`src/include/plb_pkg.sv`:
```
`default_nettype none
package plb_pkg;
    localparam int CLK_HZ = 200_000_000;
    localparam logic [6:0] SLAVE_ADDR = 7'h54;
    localparam int STARTUP_NS = 1_300_000;
    localparam int STARTUP_CYC = STARTUP_NS / (1_000_000_000 / CLK_HZ);
    localparam logic [15:0] CFG_RESET = 16'h0490;
    localparam int FREQ_BASE_HZ = 12_500;
    localparam int HALF_BASE_CYC = CLK_HZ / (2 * FREQ_BASE_HZ);
    localparam int PULSES_PER_STEP = 16;
    localparam int CNT_W = 18;

    typedef struct packed {
        logic sense_trigger;
        logic power_on;
        logic [3:0] burst_length_code;
        logic [1:0] freq_code;
        logic [1:0] burst_off_ratio_code;
        logic [3:0] compare_level_code;
        logic [1:0] filter_res_code;
    } plb_cfg_type;
endpackage
`default_nettype wire

```
`src/rtl/plb_slave.sv`:
```
`timescale 1ns/100ps
`default_nettype none
// How it works
// slave only, scl up to 400 kHz
// master writes start, address, two bytes, stop
// pull sda low in ack slots
// answer address 1010100 with write bit
// word fields trigger, power, burst, freq, ratio, level, resistor
// reset word defaults to 0x0490
// trigger high enables sensing
// power low shuts down, trigger selects standby/active
// burst holds sixteen times code plus one pulses
// frequency code picks 12.5 to 100 kHz, 50% duty
// ratio code sets burst to off 1:16..1:256
// level code selects one of sixteen thresholds
// resistor code selects open, 100k, 300k, 500k
// hold bursts for start-up delay after shutdown
// detect updated at last pulse of burst
// high byte first, commit on second ack
// mismatch or read leaves sda released
module plb_slave #(
    parameter int STARTUP_CYCLES = plb_pkg::STARTUP_CYC
) (
    input wire logic sys_clk, // 200 MHz clock
    input wire logic rst, // async reset, active high
    input wire logic scl_in, // i2c clock pin
    input wire logic sda_in, // i2c data pin level
    output logic sda_out, // i2c data drive level
    output logic sda_oe, // i2c data drive enable
    input wire logic compare_hit, // integrator voltage above level
    output logic led_drive_out, // led pulse output
    output logic detect_out, // detect level, low when object seen
    output logic sense_trigger, // trigger field
    output logic power_on, // power field
    output logic [3:0] compare_level_code, // threshold select
    output logic [1:0] filter_res_code, // filter resistor select
    output logic startup_busy // start-up delay running, or standby with trigger low
);
    typedef enum {I_IDLE, I_ADDR, I_AACK, I_DATA, I_DACK, I_IGNORE} plb_i2c_type;
    plb_i2c_type st;
    plb_pkg::plb_cfg_type sensor_control_word;
    logic [1:0] scl_sync, sda_sync;
    logic scl_d, sda_d;
    logic [3:0] bit_cnt;
    logic [7:0] shreg;
    logic [7:0] hi_byte;
    logic byte_idx;
    logic ack_drive;
    // second sync stage only feeds logic
    wire scl_s = scl_sync[1];
    wire sda_s = sda_sync[1];
    wire scl_rise = scl_s & ~scl_d;
    wire scl_fall = ~scl_s & scl_d;
    wire start_cond = scl_s & scl_d & sda_d & ~sda_s;
    wire stop_cond = scl_s & scl_d & ~sda_d & sda_s;
    wire addr_match = (shreg[7:1] == plb_pkg::SLAVE_ADDR) && !shreg[0];
    wire [7:0] next_shreg = {shreg[6:0], sda_s};
    assign sda_out = 1'b0;
    assign sda_oe = ack_drive;
    assign sense_trigger = sensor_control_word.sense_trigger;
    assign power_on = sensor_control_word.power_on;
    assign compare_level_code = sensor_control_word.compare_level_code;
    assign filter_res_code = sensor_control_word.filter_res_code;

    always_ff @(posedge sys_clk or posedge rst) begin
        if (rst) begin
            scl_sync <= 2'h3;
            sda_sync <= 2'h3;
            scl_d <= 1'b1;
            sda_d <= 1'b1;
        end else begin
            scl_sync <= {scl_sync[0], scl_in};
            sda_sync <= {sda_sync[0], sda_in};
            scl_d <= scl_s;
            sda_d <= sda_s;
        end
    end

    // byte shifting on rising scl, ack drive changes on falling scl (R01 slave only)
    always_ff @(posedge sys_clk or posedge rst) begin
        if (rst) begin
            st <= I_IDLE;
            bit_cnt <= 4'h0;
            shreg <= 8'h0;
            hi_byte <= 8'h0;
            byte_idx <= 1'b0;
            ack_drive <= 1'b0;
            sensor_control_word <= plb_pkg::CFG_RESET;
        end else if (start_cond) begin
            st <= I_ADDR;
            bit_cnt <= 4'h0;
            ack_drive <= 1'b0;
        end else if (stop_cond) begin
            st <= I_IDLE;
            ack_drive <= 1'b0;
        end else begin
            unique case (st)
                I_IDLE, I_IGNORE: ack_drive <= 1'b0;
                I_ADDR, I_DATA: begin
                    if (scl_rise) begin
                        shreg <= next_shreg;
                        bit_cnt <= bit_cnt + 4'h1;
                    end
                    if (scl_fall && bit_cnt == 4'h8) begin
                        bit_cnt <= 4'h0;
                        if (st == I_ADDR) begin
                            if (addr_match) begin
                                st <= I_AACK;
                                ack_drive <= 1'b1;
                                byte_idx <= 1'b0;
                            end else st <= I_IGNORE;
                        end else begin
                            st <= I_DACK;
                            ack_drive <= 1'b1;
                            if (!byte_idx) hi_byte <= shreg;
                            else sensor_control_word <= {hi_byte, shreg};
                        end
                    end
                end
                I_AACK, I_DACK: begin
                    if (scl_fall) begin
                        ack_drive <= 1'b0;
                        if (st == I_DACK) begin
                            byte_idx <= ~byte_idx;
                            st <= byte_idx ? I_IGNORE : I_DATA;
                        end else st <= I_DATA;
                    end
                end
            endcase
        end
    end

    plb_burst #(.STARTUP_CYCLES(STARTUP_CYCLES)) u_burst (
        .sys_clk(sys_clk),
        .rst(rst),
        .cfg(sensor_control_word),
        .compare_hit(compare_hit),
        .led_drive_out(led_drive_out),
        .detect_n(detect_out),
        .in_startup(startup_busy)
    );

    property p_ack_only_addr;
        @(posedge sys_clk) disable iff (rst)
            (st == I_ADDR && scl_fall && bit_cnt == 4'h8 && !addr_match) |=> !sda_oe;
    endproperty
    a_ack_only_addr: assert property (p_ack_only_addr) else $error("ack on mismatch");
    property p_ack_match;
        @(posedge sys_clk) disable iff (rst)
            (st == I_ADDR && scl_fall && bit_cnt == 4'h8 && addr_match && !start_cond
             && !stop_cond) |=> sda_oe && !sda_out;
    endproperty
    a_ack_match: assert property (p_ack_match) else $error("no ack on match");
    property p_commit;
        @(posedge sys_clk) disable iff (rst)
            (st == I_DATA && byte_idx && scl_fall && bit_cnt == 4'h8 && !start_cond
             && !stop_cond) |=> sensor_control_word == {$past(hi_byte), $past(shreg)};
    endproperty
    a_commit: assert property (p_commit) else $error("word not committed");
    property p_stable;
        @(posedge sys_clk) disable iff (rst)
            !(st == I_DATA && byte_idx) |=> $stable(sensor_control_word);
    endproperty
    a_stable: assert property (p_stable) else $error("word changed outside commit");
    property p_idle_release;
        @(posedge sys_clk) disable iff (rst) st == I_IGNORE |=> !sda_oe;
    endproperty
    a_idle_release: assert property (p_idle_release) else $error("sda held while ignoring");
    c_write: cover property (@(posedge sys_clk) disable iff (rst) st == I_DACK && byte_idx);
    c_miss: cover property (@(posedge sys_clk) disable iff (rst) st == I_IGNORE);
    c_led: cover property (@(posedge sys_clk) disable iff (rst) led_drive_out);
endmodule // plb_slave
`default_nettype wire

```
`src/rtl/plb_burst.sv`:
```
`timescale 1ns/100ps
`default_nettype none
module plb_burst #(
    parameter int STARTUP_CYCLES = plb_pkg::STARTUP_CYC
) (
    input wire logic sys_clk, // clock
    input wire logic rst, // async reset
    input wire plb_pkg::plb_cfg_type cfg, // configuration
    input wire logic compare_hit, // integrator above level
    output logic led_drive_out, // led pulse
    output logic detect_n, // low while object seen
    output logic in_startup // start-up delay running, or standby with trigger low
);
    typedef enum {ST_OFF, ST_WAIT, ST_ON, ST_IDLE} plb_st_type;
    plb_st_type st;
    logic [31:0] wait_cnt;
    logic [plb_pkg::CNT_W-1:0] half_cnt;
    logic [8:0] pulse_cnt;
    // off period reaches burst length times 255, wider than the burst counter
    logic [31:0] off_cnt;
    logic phase;
    wire active = cfg.power_on & cfg.sense_trigger;
    wire [plb_pkg::CNT_W-1:0] half_len =
        plb_pkg::CNT_W'(plb_pkg::HALF_BASE_CYC) >> cfg.freq_code;
    wire [8:0] pulse_total =
        9'(({5'h0, cfg.burst_length_code} + 9'h1) * 9'(plb_pkg::PULSES_PER_STEP));
    wire [4:0] ratio_sh = (cfg.burst_off_ratio_code == 2'h0) ? 5'h4 :
        (5'h5 + {3'h0, cfg.burst_off_ratio_code});
    wire [plb_pkg::CNT_W+4:0] burst_len = (plb_pkg::CNT_W+5)'(pulse_total) *
        (plb_pkg::CNT_W+5)'(half_len) * (plb_pkg::CNT_W+5)'(2);
    wire [31:0] off_len = (32'(burst_len) << ratio_sh) - 32'(burst_len);
    wire half_done = (half_cnt == half_len - 1'b1);
    wire last_pulse = half_done && phase && (pulse_cnt == pulse_total - 9'h1);
    assign in_startup = (st == ST_WAIT);
    always_ff @(posedge sys_clk or posedge rst) begin
        if (rst) begin
            st <= ST_OFF;
            wait_cnt <= 32'h0;
            half_cnt <= '0;
            pulse_cnt <= 9'h0;
            off_cnt <= '0;
            phase <= 1'b0;
            led_drive_out <= 1'b0;
            detect_n <= 1'b1;
        end else if (!cfg.power_on) begin
            st <= ST_OFF;
            led_drive_out <= 1'b0;
            phase <= 1'b0;
        end else begin
            unique case (st)
                ST_OFF: begin
                    wait_cnt <= 32'h0;
                    st <= ST_WAIT; // timer starts on power-up
                end
                ST_WAIT: begin
                    if (wait_cnt < 32'(STARTUP_CYCLES)) wait_cnt <= wait_cnt + 32'h1;
                    else if (active) begin
                        st <= ST_ON;
                        half_cnt <= '0;
                        pulse_cnt <= 9'h0;
                        phase <= 1'b0;
                    end
                end
                ST_ON: begin
                    led_drive_out <= ~phase & active;
                    half_cnt <= half_done ? '0 : half_cnt + 1'b1;
                    if (half_done) begin
                        phase <= ~phase;
                        if (phase) pulse_cnt <= pulse_cnt + 9'h1;
                    end
                    if (last_pulse) begin
                        detect_n <= ~compare_hit;
                        st <= ST_IDLE;
                        off_cnt <= '0;
                        led_drive_out <= 1'b0;
                    end
                    if (!active) begin
                        st <= ST_WAIT;
                        led_drive_out <= 1'b0;
                    end
                end
                ST_IDLE: begin
                    off_cnt <= off_cnt + 32'h1;
                    if (!active) st <= ST_WAIT;
                    else if (off_cnt >= off_len) begin
                        st <= ST_ON;
                        half_cnt <= '0;
                        pulse_cnt <= 9'h0;
                        phase <= 1'b0;
                    end
                end
            endcase
        end
    end

    property p_no_led_startup;
        @(posedge sys_clk) disable iff (rst) in_startup |=> !led_drive_out;
    endproperty
    a_no_led_startup: assert property (p_no_led_startup) else $error("led during start-up");
    property p_no_led_off;
        @(posedge sys_clk) disable iff (rst) !cfg.power_on |=> !led_drive_out;
    endproperty
    a_no_led_off: assert property (p_no_led_off) else $error("led in shutdown");
    property p_detect_at_end;
        @(posedge sys_clk) disable iff (rst)
            (st == ST_ON && last_pulse && active && cfg.power_on) |=> detect_n == !$past(compare_hit);
    endproperty
    a_detect_at_end: assert property (p_detect_at_end) else $error("detect not updated");
    c_burst: cover property (@(posedge sys_clk) disable iff (rst) st == ST_ON ##1 st == ST_IDLE);
endmodule // plb_burst
`default_nettype wire

```
`config.mk`:
```
export PLATFORM = sky130hd
export DESIGN_NAME = plb_slave
export DESIGN_NICKNAME = d
export VERILOG_FILES = /design/src/include/plb_pkg.sv /design/src/rtl/plb_slave.sv /design/src/rtl/plb_burst.sv
export SDC_FILE = /design/constraint.sdc
export NUM_CORES = 1
export LEC_CHECK = 0
export ABC_CLOCK_PERIOD_IN_PS = 14930
export BUFFER_PORTS_ARGS = -buffer_cell sky130_fd_sc_hd__buf_2
export CAP_MARGIN = 15
export CORE_MARGIN = 5
export CORE_UTILIZATION = 40
export CTS_BUF_LIST = sky130_fd_sc_hd__clkbuf_4 sky130_fd_sc_hd__clkbuf_8
export DETAILED_ROUTE_END_ITERATION = 12
export PLACE_DENSITY = 0.63
export SYNTH_ARGS = -nofsm -noshare
export SYNTH_HDL_FRONTEND = slang
export SYNTH_SLANG_ARGS = --single-unit
```
`constraint.sdc`:
```
create_clock -name sys_clk -period 14.93 [get_ports sys_clk]
set_clock_uncertainty 0.2 [all_clocks]
set_input_delay 2.2395 -clock sys_clk [delete_from_list [all_inputs] [get_ports sys_clk]]
set_output_delay 2.2395 -clock sys_clk [all_outputs]
set_load 0.1 [all_outputs]
```
==> flow_metrics.py, run 1 <==
metrics = {
    "outcome": {
        "status": "finished, final reports clean",
    },
    "floorplanning": {
        "die_w_um": 179,
        "initial_core_util_pct": 40.3,
        "die-area_mm2": 0.0322,
        "die_y_um": 179,
        "ioPinCount": 18,
        "coreArea_mm2": 0.0285,
        "rows": 62,
    },
    "yosys": {
        "yosysSeqAreaShare_pct": 31.3,
        "synth.top_cells.by_area": "dfrtp_1 29%, ha_1 8.9%, nor2_1 4.5%",
        "yosysUniqueCellTypes": 96,
        "synth-edff-count": 0,
        "ys.flop_type": "dfrtp_1",
        "synth_top_area_share_pct": 29.0,
        "netlist_instances": 1316,
        "syn_area_mm2": 0.0115,
        "synth_warnings": 0,
        "synth_area_leader_cell": "dfrtp_1",
        "async_flop_share_pct": 100,
        "avgSynthCellArea_um2": 8.71,
        "yosys_register_bits": 143,
        "syn-num-nets": 1427,
    },
    "placed_design": {
        "portBuffers": 16,
        "placed_area_mm2": 0.0119,
        "gp_congestion": 0.932,
        "hpwl_mm": 19.0,
    },
    "setup_path": {
        "rr_worst_depth": 36,
        "r2r_slack_ns": 4.88,
        "crit_type": "flip-flop to flip-flop",
        "r2r_start": "sensor_control_word[10]",
        "max_stage_delay_ns": 0.74,
        "r2r-end": "u_burst.pulse_cnt[7]",
        "cp.arrival_ns": 10.18,
        "cp.required_ns": 15.07,
        "cpMaxStageDelayCell": "dfstp_2",
        "startpoint": "sensor_control_word[10]",
        "worstPathMaxFanout": 26,
        "cp-end-kind": "flip-flop",
        "cp-start-kind": "flip-flop",
    },
    "power": {
        "peakVddDrop_mv": 0.0684,
        "powerDensity_mw_per_mm2": 64.8,
        "cellLeakagePower_nw": 5.60,
    },
    "sta": {
        "rsz0062_at_grt": "no",
        "min_period_ns": 10.05,
        "setup_tns_ns": 0,
        "maxSlewHeadroom_pct": 36.7,
        "min_period_over_period_pct": 67.3,
        "hold_violations": 0,
        "slew_viol_final": 0,
        "whs_ns": 0.168,
        "max_freq_mhz": 99.5,
        "worst_pin_slew_ns": 0.949,
        "setup_viol": 0,
    },
    "cts": {
        "clock_path_buffers": 2,
        "cts_hold_buf": 0,
        "numCtsBuffers": 17,
        "cts_tree": "done",
        "post_cts_buffers": 0,
        "clkLatencyLatePin_ns": 0.46,
        "path_clk_slew_ns": 0.12,
        "cts_root_buf": "clkbuf_8",
        "cts_num_sinks": 143,
        "post_cts_resized": 0,
        "htree_levels": 4,
    },
    "route": {
        "via_per_inst": 5.49,
        "drtAntennaViolNets": 0,
        "drt_first_iter_violations": 589,
        "post-route-drc-count": 0,
        "routedWlPerCell_um": 15.1,
        "vias": 9325,
        "firstDrtPassIters": 5,
        "wl_mm": 25.6,
    },
    "global_route": {
        "grt-ovfl-total": 0,
        "grt_max_degree": 75,
        "grt_first_pass_wirelength_mm": 44.4,
        "antenna_found_initial": 1,
        "track_usage_pct": 16.6,
        "grt_pass1_vias": 9011,
    },
    "final_layout": {
        "finalInstanceArea_mm2": 0.0123,
        "area_delta_synth_final_pct": 6.97,
        "nets": 1414,
        "layout-drive-gt1-share_pct": 10.7,
        "diodes": 0,
    },
    "worst_hold_path": {
        "whs_path_depth": 0,
        "whs_endpoint": "sda_sync[1]",
        "hold_class": "flip-flop to flip-flop",
        "min_from": "sda_sync[0]",
    },
    "run": {
        "maxCapViolCount": 0,
    },
}
==> how the worst max path moves through the flow <==
stage	endpoint	slack, ns	cells after the start
floorplan	u_burst.half_cnt[12]	6.03	37
CTS	u_burst.pulse_cnt[7]	4.92	35
detailed placement	u_burst.pulse_cnt[7]	4.98	35
global placement	u_burst.pulse_cnt[7]	5.23	35
global route	u_burst.pulse_cnt[7]	4.08	38
finish	u_burst.pulse_cnt[7]	4.88	36
==> logic make-up (layout without fill, tap and decap cells) <==
family	after synthesis	in the layout	synth area share, %
and+or+nand+nor	484	484	21.6
other	1	1	0.0327
AOI/OAI and AO/OA	305	305	17.2
adders and majority gates	106	106	13.1
buffers and inverters	146	146	5.18
muxes	52	52	5.07
DFF	143	143	31.3
xor gates and xnor gates	79	79	6.45
==> cell usage in the layout, fill, tap and decap left out, types with 17 or more instances in the layout <==
master and instances:
or3_1 19, a21oi_1 74, nand3_1 52, nand4_1 22, nor2_1 136, nand2_1 88, fa_1 24, ha_1 82
and3_1 29, dfrtp_1 133, nor3_1 18, xnor2_1 33, inv_1 86, xor2_1 42, o21ai_0 88, nand2b_1 32
clkbuf_8 17, mux2_2 35
==> metrics by stage <==
step	cells	total power, mW	setup slack, ns	util [%]
6_report	1700	0.795	4.88	43.1
5_1_grt	1700	0.835	4.08	43.1
4_1_cts	1700	0.810	4.92	43.1
3_5_place_dp	1668	0.484	4.98	41.6
3_3_place_gp	1668	0.482	5.23	41.6
2_1_floorplan	1316	0.468	6.03	-
==> layout make-up <==
cell class,instances,area [um^2]
Clock buffer,17,234
Clock inverter,15,181
Sequential cell,143,3590
Inverter,88,335
Fill cell,2814,16200
Timing Repair Buffer,26,155
Multi-Input combinational cell,1027,7290
Tap cell,384,480
==> flip-flops by register name, indices dropped and copies added (netlist names), 2 cells and up <==
name and count:
u_burst.st 2, u_burst.half_cnt 18, sda_sync 2, shreg 8, u_burst.wait_cnt 32, filter_res_code 2
scl_sync 2, st 3, hi_byte 8, bit_cnt 4, sensor_control_word 8, u_burst.off_cnt 32
u_burst.pulse_cnt 9, compare_level_code 4
==> critical path, delay by kind of cell, from the launching register on <==
kind	cells	cell delay [ns]
adders and majority gates	7	3.09
AOI/OAI and AO/OA	13	2.40
and+or+nand+nor	7	1.82
DFF	1	0.74
buffers and inverters	5	0.64
xor gates and xnor gates	2	0.55
muxes	2	0.46
==> routing by layer <==
metal	global-route usage, %	vias to the layer above	wire [um]	part of all wire, %
met5	0	-	18	0.070
met1	23.2	4471	12200	48
met3	2.87	27	901	3.5
met2	27.1	188	12200	48
li1	-	4637	-	-
met4	3.94	2	297	1.2
==> power by group <==
group	total, mW	leakage [nW]	switching (mW)	internal (mW)
Combinational	0.0478	3.45	0.0252	0.0225
Clock	0.319	0.209	0.190	0.130
Sequential	0.428	1.94	0.0225	0.405
Total	0.795	5.60	0.237	0.557
==> Yosys cell counts (22+ instances only) <==
cell	n
clkbuf_1	41
nand4_1	22
nor2_1	137
inv_1	87
nand3_1	52
xor2_1	42
and3_1	29
nand2b_1	32
dfrtp_1	133
xnor2_1	33
o21ai_0	88
fa_1	24
mux2_2	35
a21oi_1	74
ha_1	82
nand2_1	88
Note: power is estimated with default switching activity, not from simulation.
==> inputs of run 2 (changes only) <==
Settings changed: ABC_CLOCK_PERIOD_IN_PS 14930 to 9600.
Clock period 14.93 ns to 9.6 ns, I/O delays scaled along.
==> run 2 against run 1 <==
Net effect:
- cell count up 1.6%
- global-route usage up 0.13 points
- hold slack got worse by 0.015 ns
- highest routed layer is now met4
==> flow_metrics.py, run 2 (synthesized netlist as in run 1, its figures left out) <==
metrics = {
    "placed_design": {
        "gp_congestion": 0.886,
        "place_inst": 1676,
        "placed_area_mm2": 0.0119,
        "hpwl_mm": 19.3,
        "post-place-ws_ns": 0.0596,
        "portBuffers": 16,
    },
    "cts": {
        "htree_levels": 4,
        "clock_path_buffers": 2,
        "cts_tree": "done",
        "cts_num_sinks": 143,
        "clkLatencyLatePin_ns": 0.46,
        "cts_hold_buf": 0,
        "numCtsBuffers": 17,
        "cts_root_buf": "clkbuf_8",
        "path_clk_slew_ns": 0.09,
    },
    "power": {
        "cellLeakagePower_nw": 5.73,
        "powerDensity_mw_per_mm2": 95.4,
        "peakVddDrop_mv": 0.126,
    },
    "setup_path": {
        "cp-start-kind": "flip-flop",
        "max_stage_delay_ns": 0.58,
        "r2r-end": "u_burst.pulse_cnt[0]",
        "cp.required_ns": 9.74,
        "startpoint": "sensor_control_word[10]",
        "rr_worst_depth": 35,
        "cpMaxStageDelayCell": "dfstp_2",
        "r2r_slack_ns": 0.40,
        "cp-end-kind": "flip-flop",
        "crit_type": "flip-flop to flip-flop",
        "crit_end": "u_burst.pulse_cnt[0]",
        "r2r_start": "sensor_control_word[10]",
        "cp.arrival_ns": 9.35,
        "worstPathMaxFanout": 11,
    },
    "floorplanning": {
        "ioPinCount": 18,
        "rows": 62,
        "die_w_um": 179,
        "initial_core_util_pct": 40.3,
        "die-area_mm2": 0.0322,
        "coreArea_mm2": 0.0285,
        "die_y_um": 179,
    },
    "route": {
        "wl_mm": 26.2,
        "vias": 9475,
        "post-route-drc-count": 0,
        "via_per_inst": 5.49,
        "drtAntennaViolNets": 0,
        "routedWlPerCell_um": 15.2,
        "firstDrtPassIters": 5,
        "drt_first_iter_violations": 496,
    },
    "global_route": {
        "grt_pass1_vias": 9006,
        "antenna_found_initial": 0,
        "grt_first_pass_wirelength_mm": 44.7,
        "track_usage_pct": 16.8,
        "grt-ovfl-total": 0,
        "grt_max_degree": 82,
    },
    "run": {
        "maxCapViolCount": 0,
    },
    "final_layout": {
        "layout-drive-gt1-share_pct": 15.3,
        "final_common_cell": "nor2_1",
        "finalNonFillerCells": 1727,
        "diodes": 0,
        "area_delta_synth_final_pct": 10.6,
        "top_regs": "u_burst.off_cnt (32), u_burst.wait_cnt (32), u_burst.half_cnt (18)",
        "finalInstanceArea_mm2": 0.0127,
        "mostFrequentLayoutCells": "135 x nor2_1, 133 x dfrtp_1, 88 x nand2_1",
        "nets": 1441,
    },
    "sta": {
        "setup_viol": 0,
        "maxSlewHeadroom_pct": 32.2,
        "slew_viol_final": 0,
        "worst_pin_slew_ns": 1.02,
        "max_freq_mhz": 109,
        "hold_violations": 0,
        "min_period_ns": 9.20,
        "setup_ws_ns": 0.398,
        "setup_tns_ns": 0,
        "min_period_over_period_pct": 95.9,
    },
    "outcome": {
        "status": "finished, final reports clean",
    },
    "worst_hold_path": {
        "hold_class": "flip-flop to flip-flop",
    },
}
-- run 2: cell types whose count changed in the layout (fill, tap and decap cells not counted), moves of 3 or more --
| cell | before | now |
|---|---|---|
| inv_8 | 5 | 2 |
| ha_2 | 0 | 5 |
| ha_1 | 82 | 73 |
| mux2i_2 | 1 | 4 |
| clkinv_8 | 5 | 0 |
| mux2i_1 | 14 | 11 |
| clkinv_4 | 1 | 4 |
| a211oi_1 | 7 | 4 |
| buf_4 | 10 | 35 |
| ha_4 | 0 | 4 |
-- run 2: what timing repair did --
action,4_1_cts,5_1_grt
gates resized for setup,1,52
endpoints found under the setup margin,1,29
setup buffers,0,18
pin swaps,0,17
-- run 2: critical path, delay by kind of cell (launching register included) --
family / cells / cell delay [ns]
adder cells (fa/ha/maj): 6 / 2.39
AO/OA/AOI/OAI: 14 / 2.50
multiplexers: 2 / 0.84
buffers and inverters: 3 / 0.30
flip-flops: 1 / 0.58
XOR/XNOR: 2 / 0.38
AND/OR/NAND/NOR: 8 / 1.86
-- run 2: worst min path at each step --
stage	from	end	slack, ns	cells after the start
global placement	sda_sync[0]	sda_sync[1]	0.15	0
floorplan	scl_sync[0]	scl_sync[1]	0.15	0
detailed placement	sda_sync[0]	sda_sync[1]	0.15	0
CTS	sda_sync[0]	sda_sync[1]	0.15	0
global route	sda_sync[0]	sda_sync[1]	0.16	0
finish	sda_sync[0]	sda_sync[1]	0.15	0
-- run 2: metal layers --
| metal | up-vias | global-route usage (%) | part of all wire, % |
|---|---|---|---|
| met4 | 0 | 4.89 | 2.0 |
| met1 | 4553 | 23.2 | 48 |
| met3 | 37 | 2.72 | 3.4 |
| met2 | 184 | 27.2 | 46 |
| met5 | - | 0 | 0 |
| li1 | 4701 | - | - |
-- run 2: layout make-up --
class                           count  area (um^2)
Fill cell                        2789        15800
Multi-Input combinational cell   1027         7520
Sequential cell                   143         3590
Tap cell                          384          480
Timing Repair Buffer               53          369
Inverter                           88          335
Clock buffer                       17          234
Clock inverter                     15          149
-- run 2: power breakdown --
part / internal [mW] / switching (mW)
logic: 0.0349 / 0.0384
registers: 0.630 / 0.0349
clock network: 0.212 / 0.259
total: 0.877 / 0.332
-- run 2: through the flow --
| step | hold WS, ns | power, mW | util, % |
|---|---|---|---|
| after floorplan | 0.145 | 0.728 | - |
| after global placement | 0.148 | 0.750 | 41.8 |
| after detailed placement | 0.149 | 0.752 | 41.8 |
| after CTS | 0.153 | 1.23 | 43.2 |
| after global routing | 0.155 | 1.27 | 44.5 |
| final | 0.153 | 1.21 | 44.5 |
